**src/logic/hsp_pkg.sv**
```systemverilog
// Constants and types shared by the host serial register port
package hsp_pkg;
  localparam int          SYNC_W       = 7;
  localparam int          IX_SCLK      = 0;
  localparam int          IX_CS        = 1;
  localparam int          IX_SDI       = 2;
  localparam int          IX_SDA       = 3;
  localparam int          IX_SEL       = 4;
  localparam int          IX_FIVE_OK   = 5;
  localparam int          IX_LOGIC_OK  = 6;
  localparam int          SYS_CLK_HZ   = 10_000_000;
  localparam int          SPI_MAX_HZ   = 12_000_000;
  localparam int          I2C_MAX_HZ   = 1_000_000;
  localparam logic [4:0]  I2C_ADDR_HI  = 5'h0d;
  localparam logic [7:0]  MODE_ADDR    = 8'h04;
  localparam int          MODE_HDX_BIT = 6;
  localparam logic [4:0]  SPI_CMD_LAST = 5'h07;
  localparam logic [4:0]  SPI_CMD_BITS = 5'h08;
  localparam logic [4:0]  SPI_DAT_LAST = 5'h0f;
  localparam logic [4:0]  SPI_FRAME    = 5'h10;
  localparam logic [3:0]  I2C_BIT_LAST = 4'h7;
  localparam logic [3:0]  I2C_BYTE     = 4'h8;
  localparam logic [1:0]  PH_DEV       = 2'h0;
  localparam logic [1:0]  PH_REG       = 2'h1;
  localparam logic [1:0]  PH_DATA      = 2'h2;
  localparam logic [1:0]  I2C_MAX_WR   = 2'h2;
  localparam logic        RW_READ      = 1'b1;

  typedef enum logic [4:0] {
    I_IDLE = 5'h01,
    I_RX   = 5'h02,
    I_ACK  = 5'h04,
    I_TX   = 5'h08,
    I_MACK = 5'h10
  } hsp_i2c_st_t;
endpackage

```
**src/logic/hsp_sync_if.sv**
```systemverilog
// Raw and synchronised pin levels between the port and its synchroniser
`timescale 1ns/100ps
interface hsp_sync_if #(parameter int W = 1);
  logic [W-1:0] raw;
  logic [W-1:0] synced;
  modport sync (input raw, output synced);
  modport user (output raw, input synced);
endinterface

```
**src/logic/hsp_port.sv**
```systemverilog
// Host serial register port: SPI (full or half duplex) or I2C slave
`timescale 1ns/100ps
// Summary of operation
// RQ1 - Interface select pin low picks SPI, high picks I2C.
// RQ2 - Both interfaces use the same register access port, so all registers.
// RQ3 - SPI works full and half duplex up to the maximum clock rate; the code samples SCLK on the 10 MHz system clock, too slow for 12 MHz.
// RQ4 - SPI starts full duplex; half duplex after software sets the mode bit.
// RQ5 - Host runs SPI mode 0: clock idles low, sampling on rising edge.
// RQ6 - SPI is ignored while either supply is below its threshold.
// RQ7 - Full duplex: select pin is SS, serial-in is MOSI, serial-out is MISO.
// RQ8 - Half duplex: host grounds serial-in and uses an open-drain MOSI.
// RQ9 - Half-duplex writes use the full-duplex write frame unchanged.
// RQ10 - Half-duplex read: command on shared pin, then device drives 8 bits.
// RQ11 - I2C runs Fast Mode Plus up to its maximum clock rate.
// RQ12 - I2C supports single and burst register reads and writes.
// RQ13 - I2C address is fixed upper five bits plus two strap bits.
// RQ14 - First I2C byte is seven address bits then direction, 1 reads.
// RQ15 - The byte after any START is taken as the address byte.
// RQ16 - Write: START, address, ACK, register, ACK, data, ACK, STOP.
// RQ17 - Register address is ACKed only when valid, otherwise NACKed.
// RQ18 - One I2C write carries one or two data bytes.
// RQ19 - SPI frame under select low: command byte then data byte, MSB first.
// RQ20 - In I2C mode the strap pins are static levels, not SPI inputs.
module hsp_port
  import hsp_pkg::*;
(
  input  wire logic       sys_clk,
  input  wire logic       sys_rst,
  input  wire logic       clk_en,
  input  wire logic       iface_sel_pin,
  input  wire logic       sclk_pin,
  input  wire logic       select_addr_bit0_pin,
  input  wire logic       serial_in_addr_bit1_pin,
  input  wire logic       serial_out_shared_data_pin_in,
  output logic            serial_out_shared_data_pin_out,
  output logic            serial_out_shared_data_pin_oe,
  input  wire logic       five_volt_supply_ok,
  input  wire logic       logic_supply_ok,
  output logic [7:0]      reg_addr,
  output logic [7:0]      reg_wdata,
  output logic            reg_wr,
  output logic            reg_rd,
  input  wire logic [7:0] reg_rdata,
  input  wire logic       reg_addr_valid,
  output logic            half_duplex_select
);
  hsp_sync_if #(.W(SYNC_W)) pins ();

  assign pins.raw = {logic_supply_ok, five_volt_supply_ok, iface_sel_pin,
                     serial_out_shared_data_pin_in, serial_in_addr_bit1_pin,
                     select_addr_bit0_pin, sclk_pin};

  hsp_sync #(.W(SYNC_W)) u_sync (
    .sys_clk (sys_clk),
    .sys_rst (sys_rst),
    .clk_en  (clk_en),
    .pins    (pins)
  );

  logic        sclk_s;
  logic        cs_s;
  logic        sdi_s;
  logic        sda_s;
  logic        i2c_sel;
  logic        sclk_q;
  logic        sda_q;
  logic        clk_rise;
  logic        clk_fall;
  logic        rd_cap;

  assign sclk_s   = pins.synced[IX_SCLK];
  assign cs_s     = pins.synced[IX_CS];
  assign sdi_s    = pins.synced[IX_SDI];
  assign sda_s    = pins.synced[IX_SDA];
  assign i2c_sel  = pins.synced[IX_SEL];                                   // RQ1
  assign clk_rise = sclk_s & ~sclk_q;                                      // RQ3 RQ11
  assign clk_fall = ~sclk_s & sclk_q;                                      // RQ3 RQ11

  always_ff @(posedge sys_clk) begin
    if (sys_rst) begin
      sclk_q <= 1'b0;
      sda_q  <= 1'b1;
    end else if (clk_en) begin
      sclk_q <= sclk_s;
      sda_q  <= sda_s;
    end
  end

  // SPI side
  logic        spi_active;
  logic        spi_in;
  logic [4:0]  spi_cnt;
  logic [7:0]  spi_sh;
  logic [7:0]  spi_tx;
  logic        spi_rw;
  logic [7:0]  spi_byte;
  logic        spi_cmd;
  logic        spi_wr;
  logic        spi_oe;

  // Select pin doubles as strap in I2C mode and is never read as SS there
  assign spi_active = ~i2c_sel & ~cs_s & pins.synced[IX_FIVE_OK]
                      & pins.synced[IX_LOGIC_OK];                          // RQ6
  assign spi_in     = half_duplex_select ? sda_s : sdi_s;                  // RQ7
  assign spi_byte   = {spi_sh[6:0], spi_in};
  assign spi_cmd    = spi_active & clk_rise & (spi_cnt == SPI_CMD_LAST);   // RQ19
  assign spi_wr     = spi_active & clk_rise & (spi_cnt == SPI_DAT_LAST)
                      & (spi_rw != RW_READ);                               // RQ9

  always_ff @(posedge sys_clk) begin
    if (sys_rst) begin
      spi_cnt <= '0;
      spi_sh  <= '0;
      spi_rw  <= 1'b0;
    end else if (clk_en) begin
      if (!spi_active) begin
        spi_cnt <= '0;
        spi_sh  <= '0;
      end else if (clk_rise) begin                                         // RQ5
        spi_sh <= spi_byte;
        if (spi_cnt != SPI_FRAME)
          spi_cnt <= spi_cnt + 5'h01;
        if (spi_cmd)
          spi_rw <= spi_byte[7];
      end
    end
  end

  // Read data shifts out MSB first, changing on falling edges
  always_ff @(posedge sys_clk) begin
    if (sys_rst) begin
      spi_tx <= '0;
    end else if (clk_en) begin
      if (!spi_active)
        spi_tx <= '0;
      else if (rd_cap)
        spi_tx <= reg_rdata;
      else if (clk_fall && spi_cnt > SPI_CMD_BITS)
        spi_tx <= {spi_tx[6:0], 1'b0};
    end
  end

  // Half duplex: pin is ours only for the eight read-data clocks
  always_comb begin
    if (!half_duplex_select)
      spi_oe = spi_active;                                                 // RQ7
    else
      spi_oe = spi_active & (spi_rw == RW_READ) & (spi_cnt >= SPI_CMD_BITS)
               & (spi_cnt < SPI_FRAME);                                    // RQ10
  end

  // I2C side
  hsp_i2c_st_t st;
  logic [3:0]  i_cnt;
  logic [7:0]  i_sh;
  logic [7:0]  i_tx;
  logic [1:0]  phase;
  logic [1:0]  wcount;
  logic        i_rw;
  logic        i_ack;
  logic        i_start;
  logic        i_stop;
  logic        i_byte_end;
  logic        i_match;
  logic        i_aload;
  logic        i_wr;
  logic        i_rd;
  logic        i_incr;
  logic        i_oe;

  assign i_start    = i2c_sel & sclk_s & sclk_q & sda_q & ~sda_s;
  assign i_stop     = i2c_sel & sclk_s & sclk_q & ~sda_q & sda_s;
  assign i_byte_end = (st == I_RX) & clk_fall & (i_cnt == I2C_BYTE);
  assign i_match    = (i_sh[7:1] == {I2C_ADDR_HI, sdi_s, cs_s});          // RQ13
  assign i_aload    = (st == I_RX) & clk_rise & (i_cnt == I2C_BIT_LAST)
                      & (phase == PH_REG);
  assign i_wr       = i_byte_end & (phase == PH_DATA) & (wcount < I2C_MAX_WR);
  assign i_rd       = (i_byte_end & (phase == PH_DEV) & i_match & (i_sh[0] == RW_READ))
                      | ((st == I_MACK) & clk_rise & ~sda_s);              // RQ12
  assign i_incr     = ((st == I_TX) & clk_fall & (i_cnt == I2C_BIT_LAST))
                      | ((st == I_ACK) & clk_fall & i_ack & ~i_rw & (phase == PH_DATA));
  assign i_oe       = ((st == I_ACK) & i_ack) | ((st == I_TX) & ~i_tx[7]);

  always_ff @(posedge sys_clk) begin
    if (sys_rst) begin
      st     <= I_IDLE;
      i_cnt  <= '0;
      i_sh   <= '0;
      phase  <= PH_DEV;
      wcount <= '0;
      i_rw   <= 1'b0;
      i_ack  <= 1'b0;
    end else if (clk_en) begin
      if (!i2c_sel || i_stop) begin
        st <= I_IDLE;
      end else if (i_start) begin                                          // RQ15
        st     <= I_RX;
        i_cnt  <= '0;
        phase  <= PH_DEV;
        wcount <= '0;
      end else begin
        unique case (st)
          I_IDLE: begin
          end
          I_RX: begin
            if (clk_rise) begin
              i_sh  <= {i_sh[6:0], sda_s};
              i_cnt <= i_cnt + 4'h1;
            end else if (i_byte_end) begin
              st    <= I_ACK;
              i_cnt <= '0;
              if (phase == PH_DEV) begin
                i_ack <= i_match;                                          // RQ14
                i_rw  <= i_sh[0];
              end else if (phase == PH_REG) begin
                i_ack <= reg_addr_valid;                                   // RQ17
              end else begin
                i_ack <= (wcount < I2C_MAX_WR);                            // RQ18
                if (wcount < I2C_MAX_WR)
                  wcount <= wcount + 2'h1;
              end
            end
          end
          I_ACK: begin
            if (clk_fall) begin
              i_cnt <= '0;
              if (!i_ack)
                st <= I_IDLE;
              else if (i_rw == RW_READ)
                st <= I_TX;
              else
                st <= I_RX;                                                // RQ16
              if (i_rw == RW_READ || phase != PH_DEV)
                phase <= PH_DATA;
              else
                phase <= PH_REG;
            end
          end
          I_TX: begin
            if (clk_fall) begin
              i_cnt <= i_cnt + 4'h1;
              if (i_cnt == I2C_BIT_LAST)
                st <= I_MACK;
            end
          end
          I_MACK: begin
            if (clk_rise)
              i_ack <= ~sda_s;
            else if (clk_fall) begin
              i_cnt <= '0;
              st    <= i_ack ? I_TX : I_IDLE;                              // RQ12
            end
          end
        endcase
      end
    end
  end

  always_ff @(posedge sys_clk) begin
    if (sys_rst)
      i_tx <= 8'hff;
    else if (clk_en) begin
      if (rd_cap && i2c_sel)
        i_tx <= reg_rdata;
      else if (st == I_TX && clk_fall)
        i_tx <= {i_tx[6:0], 1'b1};
    end
  end

  // Register access, shared by both interfaces
  logic       wr_ev;
  logic [7:0] wr_byte;

  assign wr_ev   = spi_wr | i_wr;
  assign wr_byte = i2c_sel ? i_sh : spi_byte;

  always_ff @(posedge sys_clk) begin
    if (sys_rst) begin
      reg_addr  <= '0;
      reg_wdata <= '0;
      reg_wr    <= 1'b0;
      reg_rd    <= 1'b0;
      rd_cap    <= 1'b0;
    end else if (clk_en) begin
      rd_cap <= reg_rd;
      reg_wr <= wr_ev;                                                     // RQ2
      reg_rd <= i_rd | (spi_cmd & (spi_byte[7] == RW_READ));               // RQ2
      if (wr_ev)
        reg_wdata <= wr_byte;
      if (spi_cmd)
        reg_addr <= {1'b0, spi_byte[6:0]};
      else if (i_aload)
        reg_addr <= {i_sh[6:0], sda_s};
      else if (i_incr)
        reg_addr <= reg_addr + 8'h01;                                      // RQ12
    end
  end

  // Shadow of the mode register's half-duplex bit; cleared by reset or by a mode register write with the bit low
  always_ff @(posedge sys_clk) begin
    if (sys_rst)
      half_duplex_select <= 1'b0;                                          // RQ4
    else if (clk_en && wr_ev && !i_incr && reg_addr == MODE_ADDR && !spi_cmd)
      half_duplex_select <= wr_byte[MODE_HDX_BIT];                         // RQ4
  end

  // I2C drives only low; SPI drives both levels
  assign serial_out_shared_data_pin_out = i2c_sel ? 1'b0 : spi_tx[7];
  assign serial_out_shared_data_pin_oe  = i2c_sel ? i_oe : spi_oe;         // RQ20
endmodule

```
**src/logic/hsp_sync.sv**
```systemverilog
// Two-flop synchroniser for asynchronous pin levels
`timescale 1ns/100ps
module hsp_sync #(parameter int W = 1) (
  input  wire logic  sys_clk,
  input  wire logic  sys_rst,
  input  wire logic  clk_en,
  hsp_sync_if.sync   pins
);
  logic [W-1:0] meta;
  logic [W-1:0] stable;

  always_ff @(posedge sys_clk) begin
    if (sys_rst) begin
      meta   <= '0;
      stable <= '0;
    end else if (clk_en) begin
      meta   <= pins.raw;
      stable <= meta;
    end
  end

  assign pins.synced = stable;
endmodule

```
**config.mk**
```make
export PLATFORM = sky130hd
export DESIGN_NAME = hsp_port
export DESIGN_NICKNAME = d
export VERILOG_FILES = /design/src/logic/hsp_pkg.sv /design/src/logic/hsp_sync_if.sv /design/src/logic/hsp_port.sv /design/src/logic/hsp_sync.sv
export SDC_FILE = /design/constraint.sdc
export NUM_CORES = 1
export LEC_CHECK = 0
export ABC_CLOCK_PERIOD_IN_PS = 3000
export BUFFER_PORTS_ARGS = -buffer_cell sky130_fd_sc_hd__buf_2
export CORE_MARGIN = 5
export CORE_UTILIZATION = 30
export CTS_CLUSTER_DIAMETER = 120
export DETAILED_ROUTE_END_ITERATION = 10
export MAX_ROUTING_LAYER = met4
export PLACE_DENSITY = 0.48
export SYNTH_ARGS = -nofsm -noshare
export SYNTH_HDL_FRONTEND = slang
export SYNTH_SLANG_ARGS = --single-unit
```
**constraint.sdc**
```tcl
create_clock -name sys_clk -period 3 [get_ports sys_clk]
set_input_delay 0.15 -clock sys_clk [delete_from_list [all_inputs] [get_ports sys_clk]]
set_output_delay 0.15 -clock sys_clk [all_outputs]
set_load 0.02 [all_outputs]
```
==> impl_results.md, run 1 <==
* Outcome: finished clean
* Critical path type: reg -> reg
* Final Hold Viols at 0
* Crit path DAT at approximately 2800 ps
* I/O Pins at 40
* Most area-consuming cells after synthesis: dfxtp_1, mux2i_1, nor2_1
* Largest net degree at the start of global routing at between 70 and 80
* Top_reg_cell synth: dfxtp_1
* Clk_skew at ~5.8 ps
* CTS Buffer Depth at 2
* Root Driver: clkbuf_16
* Top-area cell type share of the netlist area at between 30% and 40%
* Hold slack final at roughly 38 ps
* Worst path slowest cell: or4b_4
* Initial core utilization at ~31%
* Port bufs at 39
* Unrepaired setup endpoints after global routing: no
* Nets at between 500 and 600
* Fillers at between 1500 and 2000
* Post-route ant nets at 0
* Final setup vio count at 0
* H-Tree Depth at 3
* Post-cts resize count at 0
* Post-Synthesis Cells at 548
* Height of the die at 135 um
* Critical path's top delay family: simple AND/OR/NAND/NOR gates
* Synth area leader: dfxtp_1
* Num CTS Buffers at 9
* WP buf/inv at 1
* Data required, critical path at about 3300 ps
* Max Slew Vio Count at 0
* Pleak at about 2.0 nW
* Layout cells sized above 1 at around 15%
* Tightest Pin Transition at 875 ps
* Crit start category: register
* GRT Total Usage at between 10% and 20%
* Clk slew on worst S/H paths at 60 ps
* Initial antenna violation count at 0
* Vias in the first global route at 3928
* Avg Cell Area, Syn at between 8 and 9 sq um
* Number of synthesized flops with an enable pin at 0
* Vias per cell at approximately 5.4
* GR Overflow Total at 0
* First-pass DRT Iterations at 5
* Die footprint at ~0.018 sq mm
* Clk sinks at 88
* DPL Wire Length at ~9300 um
* Post CTS Setup Buffer Count at 0
* CP peak stage delay at 600 ps
* DR WL/cell at between 15 and 20 um
* Setup TNS at 0 ps
* Fmax at about 0.40 GHz
* Synth warn at 0
* Slew headroom at about two fifths
* Placement Rows at 45
* Diode count at 0
* Unique masters post-synth at 62
* Crit. End Element: register
* Worst path cell trace: or4b_4, or4_4, o31ai_4, buf_4, a41oi_1, a211oi_1
* VDD IR max at about 0.23 mV
* Commonest non-fill, non-tap cell in the layout: dfxtp_1
* Fin crit period at 2510 ps
* Global-route wire length before repair at between 20000 and 25000 um
* Crit-path max FO at 19
* Post-Syn Area at approximately 0.0047 sq mm
* Hold buffers post-CTS at 0
* Die X at 135 um
* Power Density at about 460 mW/mm^2
* Final period utilization at 83.5%
* Synthesized net count at ~570
* Async SR Flop Fraction at 0%
* Layout area overhead at 14.2%
* Vias at roughly 4200
* Drt total wl at between 10000 and 15000 um
* RePlAce Congestion at ~0.89
* Register bit count reported by yosys at 88
* Clk_lat worst skew at approximately 350 ps
* MaxCap Viol Count at 0
* CTS tree: yes
* Initial DRC count at approximately 250
* Most frequent cells in the layout: dfxtp_1, nor2_1, a21oi_1, mux2i_1, buf_2
* Sequential area share after synthesis at 37.5%
* Core Area at 0.0153 sq mm
* Drc violations at 0
* Worst min path class: in -> reg
-- cell type report --
class                   count  area (sq um)  share of cell area [%]
multi-input cells         396          2680                    49.9
flip-flops and latches     88          1760                    32.8
repair buffers             51           285                    5.31
well taps                 211           264                    4.92
clock buffers              12           246                    4.59
inverters                  21          78.8                    1.47
clock inverters             4          53.8                    1.00
-- registers in the layout, indices dropped and copies added (netlist names), 2 cells and up --
signal and cells:
wcount 2, spi_tx 8, u_sync.meta 7, i_tx 8
phase 2, reg_addr 8, reg_wdata 8, u_sync.pins.synced 7
i_cnt 4, spi_sh 7, i_sh 8, st 5
spi_cnt 5
-- layer usage --
metal / share of wire (%) / global-route usage [%] / vias to the layer above
li1: - / - / 2065
met1: 47 / 19.9 / 2042
met2: 47 / 23.1 / 123
met3: 4.3 / 2.34 / 15
met4: 1.6 / 5.54 / 0
met5: 0 / - / -
-- kinds of logic after synthesis --
logic type / synth area share [%]
xor gates and xnor gates: 2.05
adders and majority gates: 1.86
buffers and inverters: 5.69
DFF: 37.5
and+or+nand+nor: 20.0
AOI/OAI and AO/OA: 21.4
muxes: 11.6
-- tightest hold or removal path: stages --
cell and delay, ps:
buf_2 70, mux2i_1 50, nor2_1 70
-- metrics by stage --
stage / std cells / power (W) / setup slack (ps) / util (%) / instance area (sq um)
floorplan: 548 / 0.00130 / 610 / - / 4700
global placement: 767 / 0.00133 / 524 / 33.1 / 5070
detailed placement: 767 / 0.00134 / 531 / 33.1 / 5070
CTS: 783 / 0.00248 / 503 / 35.1 / 5370
global route: 783 / 0.00254 / 382 / 35.1 / 5370
finish: 783 / 0.00245 / 494 / 35.1 / 5370
-- where the power goes --
| part | total (W) | switching, W | internal [W] |
|---|---|---|---|
| registers | 0.00120 | 0.0000153 | 0.00118 |
| logic | 0.000115 | 0.0000750 | 0.0000395 |
| clock network | 0.00114 | 0.000469 | 0.000670 |
-- final timing paths --
path	from	end	slack, ps	cells past startpoint
setup / recovery	st[2]	half_duplex_select	490	6
setup reg to reg	st[2]	half_duplex_select	490	6
hold reg to reg	spi_tx[7]	spi_tx[7]	470	2
hold / removal	iface_sel_pin	u_sync.meta[4]	40	3
-- synth_stat cells (11+ instances only) --
cell / count
a21oi_1: 44
a221oi_1: 13
clkbuf_1: 37
dfxtp_1: 88
inv_1: 21
mux2_2: 11
mux2i_1: 42
nand2_1: 28
nand3_1: 14
nand4_1: 20
nor2_1: 62
o21ai_0: 22
(Power assumes the default switching activity.)
==> inputs of run 2 (changes only) <==
ABC_CLOCK_PERIOD_IN_PS = 2200   (was 3000)
PLACE_DENSITY = 0.49   (was 0.48)
clock period = 2.2 ns   (was 3 ns; I/O delays follow)
==> run 2 against run 1 <==
The run now ends with negative setup slack left. Clock power is 51% higher. Utilization up 2.6 points. Cell area up 7.5%.
==> impl_results.md, run 2 (same netlist as run 1, synthesis figures left out) <==
* Reg2reg setup slack at -120 ps (-610 ps)
* Setup TNS at -871 ps (-871 ps)
* Height of the die at 135 um (unchanged)
* Slew headroom at 52.6% (+11 points)
* DPL Wire Length at 9630 um (+4.0%)
* Worst path cell trace: or4b_4, or4_4, o31ai_4, buf_12, buf_12, a21oi_2, a311oi_2
* Clk_lat worst skew at 350 ps (about the same)
* Clk_skew at 9.64 ps (+3.80 ps)
* Vias at 4450 (+4.8%)
* Post-place setup slack at -101 ps (-631 ps)
* Comb pwr share at 5.2% (+0.5 points)
* Initial core utilization at 30.7% (unchanged)
* Post-route ant nets at 0 (unchanged)
* Die X at 135 um (unchanged)
* Largest net degree at the start of global routing at 36 (-54%)
* Power Density at 611 mW/mm^2 (+34%)
* H-Tree Depth at 3 (unchanged)
* Crit-path max FO at 13 (-6)
* RePlAce Congestion at 0.895 (+1.0%)
* Initial antenna violation count at 0 (unchanged)
* Worst min path class: in -> reg
* Fmax at 0.432 GHz (+8.2%)
* Commonest non-fill, non-tap cell in the layout: dfxtp_1
* Clk pwr share at 48.7% (+2.2 points)
* Int Pwr at 0.00271 W (+44%)
* Final Hold Viols at 0 (unchanged)
* Flop pwr share at 46.0% (-2.8 points)
* Diode count at 0 (unchanged)
* Global-route wire length before repair at 22000 um (+3.5%)
* Hold depth at 3 (unchanged)
* Violated checks: negative setup slack
* NetSw at 0.000814 W (+46%)
* Root Driver: clkbuf_16
* Design Power at 0.00353 W (+44%)
* CTS Buffer Depth at 2 (unchanged)
* Most frequent cells in the layout: dfxtp_1, nor2_1, a21oi_1, mux2i_1, buf_2
* Num CTS Buffers at 9 (unchanged)
* Switch share at 23.1% (+0.25 points)
* CP peak stage delay at 600 ps (about the same)
* Origin of the worst min-delay path: serial_out_shared_data_pin_in
* Port bufs at 39 (unchanged)
* CP dominant cell by count: buf_12
* WP buf/inv at 2 (+1)
* Crit start category: register
* Clk sinks at 88 (unchanged)
* Fillers at 1597 (-2.0%)
* Outcome: finished, violations left
* Placement Rows at 45 (unchanged)
* CTS tree: yes
* Fin crit period at 2320 ps (-189 ps)
* Worst Slack Setup Final at -117 ps (-611 ps)
* Reg-to-reg endpoint: reg_wdata[6]
* R2r startpoint: st[3]
* First-pass DRT Iterations at 5 (unchanged)
* Final setup vio count at 11 (+11)
* Vias in the first global route at 4146 (+5.5%)
* Layout area overhead at 22.8%
* Drc violations at 0 (unchanged)
* DR WL/cell at 16.6 um (-0.92%)
* Critical path type: reg -> reg
* Critical path's top delay family: simple AND/OR/NAND/NOR gates
* Vias per cell at 5.43 (+0.22%)
* Final period utilization at 105% (+22 points)
* MaxCap Viol Count at 0 (unchanged)
* Unrepaired setup endpoints after global routing: yes
* GR Overflow Total at 0 (unchanged)
* Die footprint at 0.0183 sq mm (unchanged)
* R2r worst-path depth at 7 (+1)
* Pleak at 2.21 nW (+11%)
* VDD IR max at 0.458 mV (+95%)
* Max Slew Vio Count at 0 (unchanged)
* Drt total wl at 13600 um (+3.6%)
* Crit path DAT at 2580 ps (-180 ps)
* Layout cells sized above 1 at 20.2% (+5.0 points)
* Hold Path End: u_sync.meta[3]
* GRT Total Usage at 15.4% (+0.40 points)
* Data required, critical path at 2460 ps (-790 ps)
* Crit. End Element: register
* Nets at 629 (+6.1%)
* Worst path slowest cell: or4_4
* Initial DRC count at 269 (+6.7%)
* Clk slew on worst S/H paths at 70 ps (about the same)
* Final core utilization at 37.7% (+2.6 points)
* Tightest Pin Transition at 706 ps (-170 ps)
* I/O Pins at 40 (unchanged)
* Core Area at 0.0153 sq mm (unchanged)
## run 2: changes by cell type in the layout (fill, tap and decap cells not counted), moves of 2 or more
cell,change
inv_6,+2
clkbuf_1,-2
buf_12,+5
dlygate4sd3_1,+6
nor4b_1,-2
buf_4,+25
## run 2: area by class of cell
class,instances,area (sq um),share of cell area (%)
clock inverter,6,90.1,1.56
sequential,88,1760,30.5
tap,211,264,4.57
clock buffer,10,239,4.14
inverter,21,78.8,1.36
multi-input combinational,396,2710,46.9
timing repair buffer,87,633,11.0
## run 2: worst max-delay path by stage
stage                     startpoint                  to  slack (ps)  depth (start not counted)
after floorplan                st[3]        reg_wdata[6]        -140                          7
after global placement         st[3]  half_duplex_select         -90                          6
after detailed placement       st[3]        reg_wdata[5]        -100                          6
after CTS                      st[3]        reg_wdata[5]        -120                          6
after global routing           st[3]        reg_wdata[1]        -190                          6
final                          st[3]        reg_wdata[6]        -120                          7
## run 2: metal layers
layer  vias up  global-route usage (%)  part of all wire [%]
li1       2153                       -                     -
met1      2173                    20.5                    49
met2       109                    23.3                    46
met3        15                    3.16                   3.6
met4         0                    5.43                   1.5
met5         -                       -                     0
## run 2: per-stage QoR
step                area (sq um)  cells  hold WS, ps
finish                      5780    819         19.5
global route                5780    819         17.9
CTS                         5720    817         7.11
detailed placement          5310    794          356
global placement            5310    794          348
floorplan                   4710    548          257
## run 2: repair_timing
action | CTS | global route
setup buffers | 1 | 2
endpoints found under the setup margin | 9 | 21
pin swaps | 0 | 1
resized for setup | 0 | 7
hold buffers | 6 | 0
cloned | 0 | 0
hold endpoints to repair | 6 | 0
## run 2: power by group through the flow
stage	combinational, W	clock (W)	sequential [W]
global route	0.000200	0.00183	0.00163
CTS	0.000184	0.00175	0.00162
detailed placement	0.000176	0	0.00166
finish	0.000184	0.00172	0.00162
floorplan	0.000117	0	0.00165
global placement	0.000174	0	0.00166
## run 2: worst reg2reg max path: cells and delay by family (launching register included)
kind	cells	cell delay [ps]
DFF	1	310
AOI/OAI and AO/OA	3	490
buffers and inverters	2	290
and+or+nand+nor	2	1140
==> inputs of run 3 (changes only) <==
SYNTH_HIERARCHICAL = 1   (was not set)
==> run 3 against run 2 <==
The run now ends clean. Power fell by 6.7%. Global-route usage fell by 1.8 points. Sequential share of layout area rose by 2.2 points. Cell count fell by 7.6%. Cell area fell by 6.5%. Largest cell class unchanged.
==> impl_results.md, run 3 <==
* Outcome: finished clean
* WL met3 at 309 um (-38%)
* Post-Synthesis Cells at 517 (-5.7%)
* Port bufs at 39 (unchanged)
* Crit path DAT at 2310 ps (-270 ps)
* Final cell count without fillers at 757 (-7.6%)
* Diode count at 0 (unchanged)
* Top-area cell type share of the netlist area at 38.1% (+0.62 points)
* GR Overflow Total at 0 (unchanged)
* Layout cells sized above 1 at 20.7% (+0.51 points)
* Layout area overhead at 16.7%
* Most common cell in the netlist: dfxtp_1
* R2r startpoint: st[3]
* DR WL/cell at 15.6 um (-6.2%)
* Drt total wl at 11800 um (-13%)
* MaxCap Viol Count at 0 (unchanged)
* Critical path type: reg -> reg
* Die footprint at 0.0180 sq mm (-1.5%)
* Reg2reg setup slack at 130 ps (+250 ps)
* Worst min path class: in -> reg
* Unique masters post-synth at 73 (+18%)
* Fin crit period at 2070 ps (-252 ps)
* CTS Buffer Depth at 2 (unchanged)
* Core Area at 0.0151 sq mm (-1.1%)
* Post-route ant nets at 0 (unchanged)
* Most frequent cells in the layout: dfxtp_1, nor2_1, mux2i_1, buf_2, nand2_1
* Reg-to-reg endpoint: i_cnt[2]
* VDD IR max at 0.305 mV (-34%)
* Cells after DPL at 736 (-7.3%)
* R2r worst-path depth at 8 (+1)
* Crit-path max FO at 8 (-5)
* I/O Pins at 40 (unchanged)
* Sequential area share after synthesis at 38.1% (+0.62 points)
* Num CTS Buffers at 9 (unchanged)
* Pleak at 2.09 nW (-5.3%)
* Setup TNS at 0 ps (+871 ps)
* Slew headroom at 52.7% (+0.080 points)
* DPL Wire Length at 8500 um (-12%)
* Initial DRC count at 165 (-39%)
* Worst Setup SP: st[3]
* Placement Rows at 45 (unchanged)
* Power Density at 609 mW/mm^2 (-0.25%)
* Final period utilization at 93.9% (-11 points)
* Global-route wire length before repair at 19400 um (-12%)
* Origin of the worst min-delay path: sclk_pin
* Design Area, Final at 0.00540 sq mm (-6.5%)
* CTS tree: yes
* Placed cell areas at 0.00505 sq mm (-4.8%)
* Vias in the first global route at 3645 (-12%)
* Vias at 3850 (-13%)
* RePlAce Congestion at 0.838 (-6.4%)
* Post-Syn Area at 0.00463 sq mm (-1.6%)
* Vias per cell at 5.09 (-6.4%)
* Initial core utilization at 30.5% (-0.16 points)
* Commonest non-fill, non-tap cell in the layout: dfxtp_1
* Tightest Pin Transition at 710 ps (+4.23 ps)
* Nets at 590 (-6.2%)
* Most frequent cells after synthesis: dfxtp_1, nor2_1, mux2i_1
* Met2 WL at 5170 um (-17%)
* Drc violations at 0 (unchanged)
* Initial antenna violation count at 0 (unchanged)
* Synth area leader: dfxtp_1
* Clk_skew at 7.80 ps (-1.85 ps)
* H-Tree Depth at 3 (unchanged)
* Final core utilization at 35.7% (-2.0 points)
* Hold depth at 3 (unchanged)
* Synth warn at 6 (+6)
* Height of the die at 134 um (-0.75%)
* Final Hold Viols at 0 (unchanged)
* Most area-consuming cells after synthesis: dfxtp_1, mux2i_1, nor2_1
* Synthesized net count at 543 (-5.4%)
* Max Slew Vio Count at 0 (unchanged)
* Fmax at 0.484 GHz (+12%)
* Number of synthesized flops with an enable pin at 0 (unchanged)
* Top_reg_cell synth: dfxtp_1
* Crit start category: register
* Die X at 134 um (-0.75%)
* First-pass DRT Iterations at 4 (-1)
* Root Driver: clkbuf_16
* Data required, critical path at 2450 ps (about the same)
* Register bit count reported by yosys at 88 (unchanged)
* Crit. End Element: register
* Largest net degree at the start of global routing at 36 (unchanged)
* Top Layer Used: met4
* GRT Total Usage at 13.6% (-1.8 points)
* Async SR Flop Fraction at 0% (unchanged)
* Clk slew on worst S/H paths at 60 ps (about the same)
* Final setup vio count at 0 (-11)
* Clk_lat worst skew at 340 ps (about the same)
* Avg Cell Area, Syn at 8.95 sq um (+4.3%)
* Clk sinks at 88 (unchanged)
* Hold Path End: u_sync/meta[0]
* WL met1 at 6140 um (-8.6%)
## run 3: how the worst max path moves through the flow
stage,endpoint
3_5_place_dp,i_cnt[3]
4_1_cts,i_cnt[3]
5_1_grt,half_duplex_select
2_1_floorplan,st[3]
3_3_place_gp,half_duplex_select
6_report,i_cnt[2]
## run 3: report_power, final
group	total, W	internal (W)	leakage [nW]	switching (W)
combinational	0.000158	0.0000629	1.24	0.0000948
sequential	0.00162	0.00161	0.712	0.0000151
clock	0.00151	0.000863	0.138	0.000646
## run 3: per-stage QoR
stage	setup WS (ps)	hold WS [ps]	total power (W)
after floorplan	357	182	0.00176
after global placement	134	348	0.00182
after detailed placement	96.8	356	0.00182
after CTS	60.3	7.22	0.00333
after global routing	-9.83	28.1	0.00341
final	134	10.5	0.00329
## run 3: area by class of cell
cell class	count	area (sq um)
clock inverters	3	23.8
clock buffers	13	270
multi-input cells	385	2650
well taps	188	235
fillers	1544	9740
repair buffers	67	412
flip-flops and latches	88	1770
inverters	13	48.8
## run 3: per-layer routing
layer | vias up | track usage (%)
li1 | 1936 | -
met1 | 1827 | 19.2
met2 | 67 | 19.5
met3 | 20 | 2.33
met4 | 0 | 4.64
met5 | - | -
## run 3: worst max-delay path, cell delays in order (launching register included)
cell,delay [ps]
dfxtp_2,370
nor4_4,400
buf_4,180
nand2_2,90
nor4_4,330
a2111oi_4,90
buf_4,170
a211o_2,300
o41ai_2,50
## run 3: timing repair
action | 4_1_cts | 5_1_grt
hold buffers | 1 | 0
buffers inserted | 0 | 4
resized for setup | 0 | 7
hold endpoints to repair | 1 | 0
setup endpoints to repair | 0 | 11
## run 3: cells by family after synthesis
family | after synthesis | share of synthesized area, %
AO/OA/AOI/OAI | 100 | 15.8
XOR/XNOR | 13 | 2.46
adder cells (fa/ha/maj) | 7 | 1.89
buffers and inverters | 44 | 4.87
flip-flops | 88 | 38.1
multiplexers | 59 | 12.9
AND/OR/NAND/NOR | 206 | 24.0
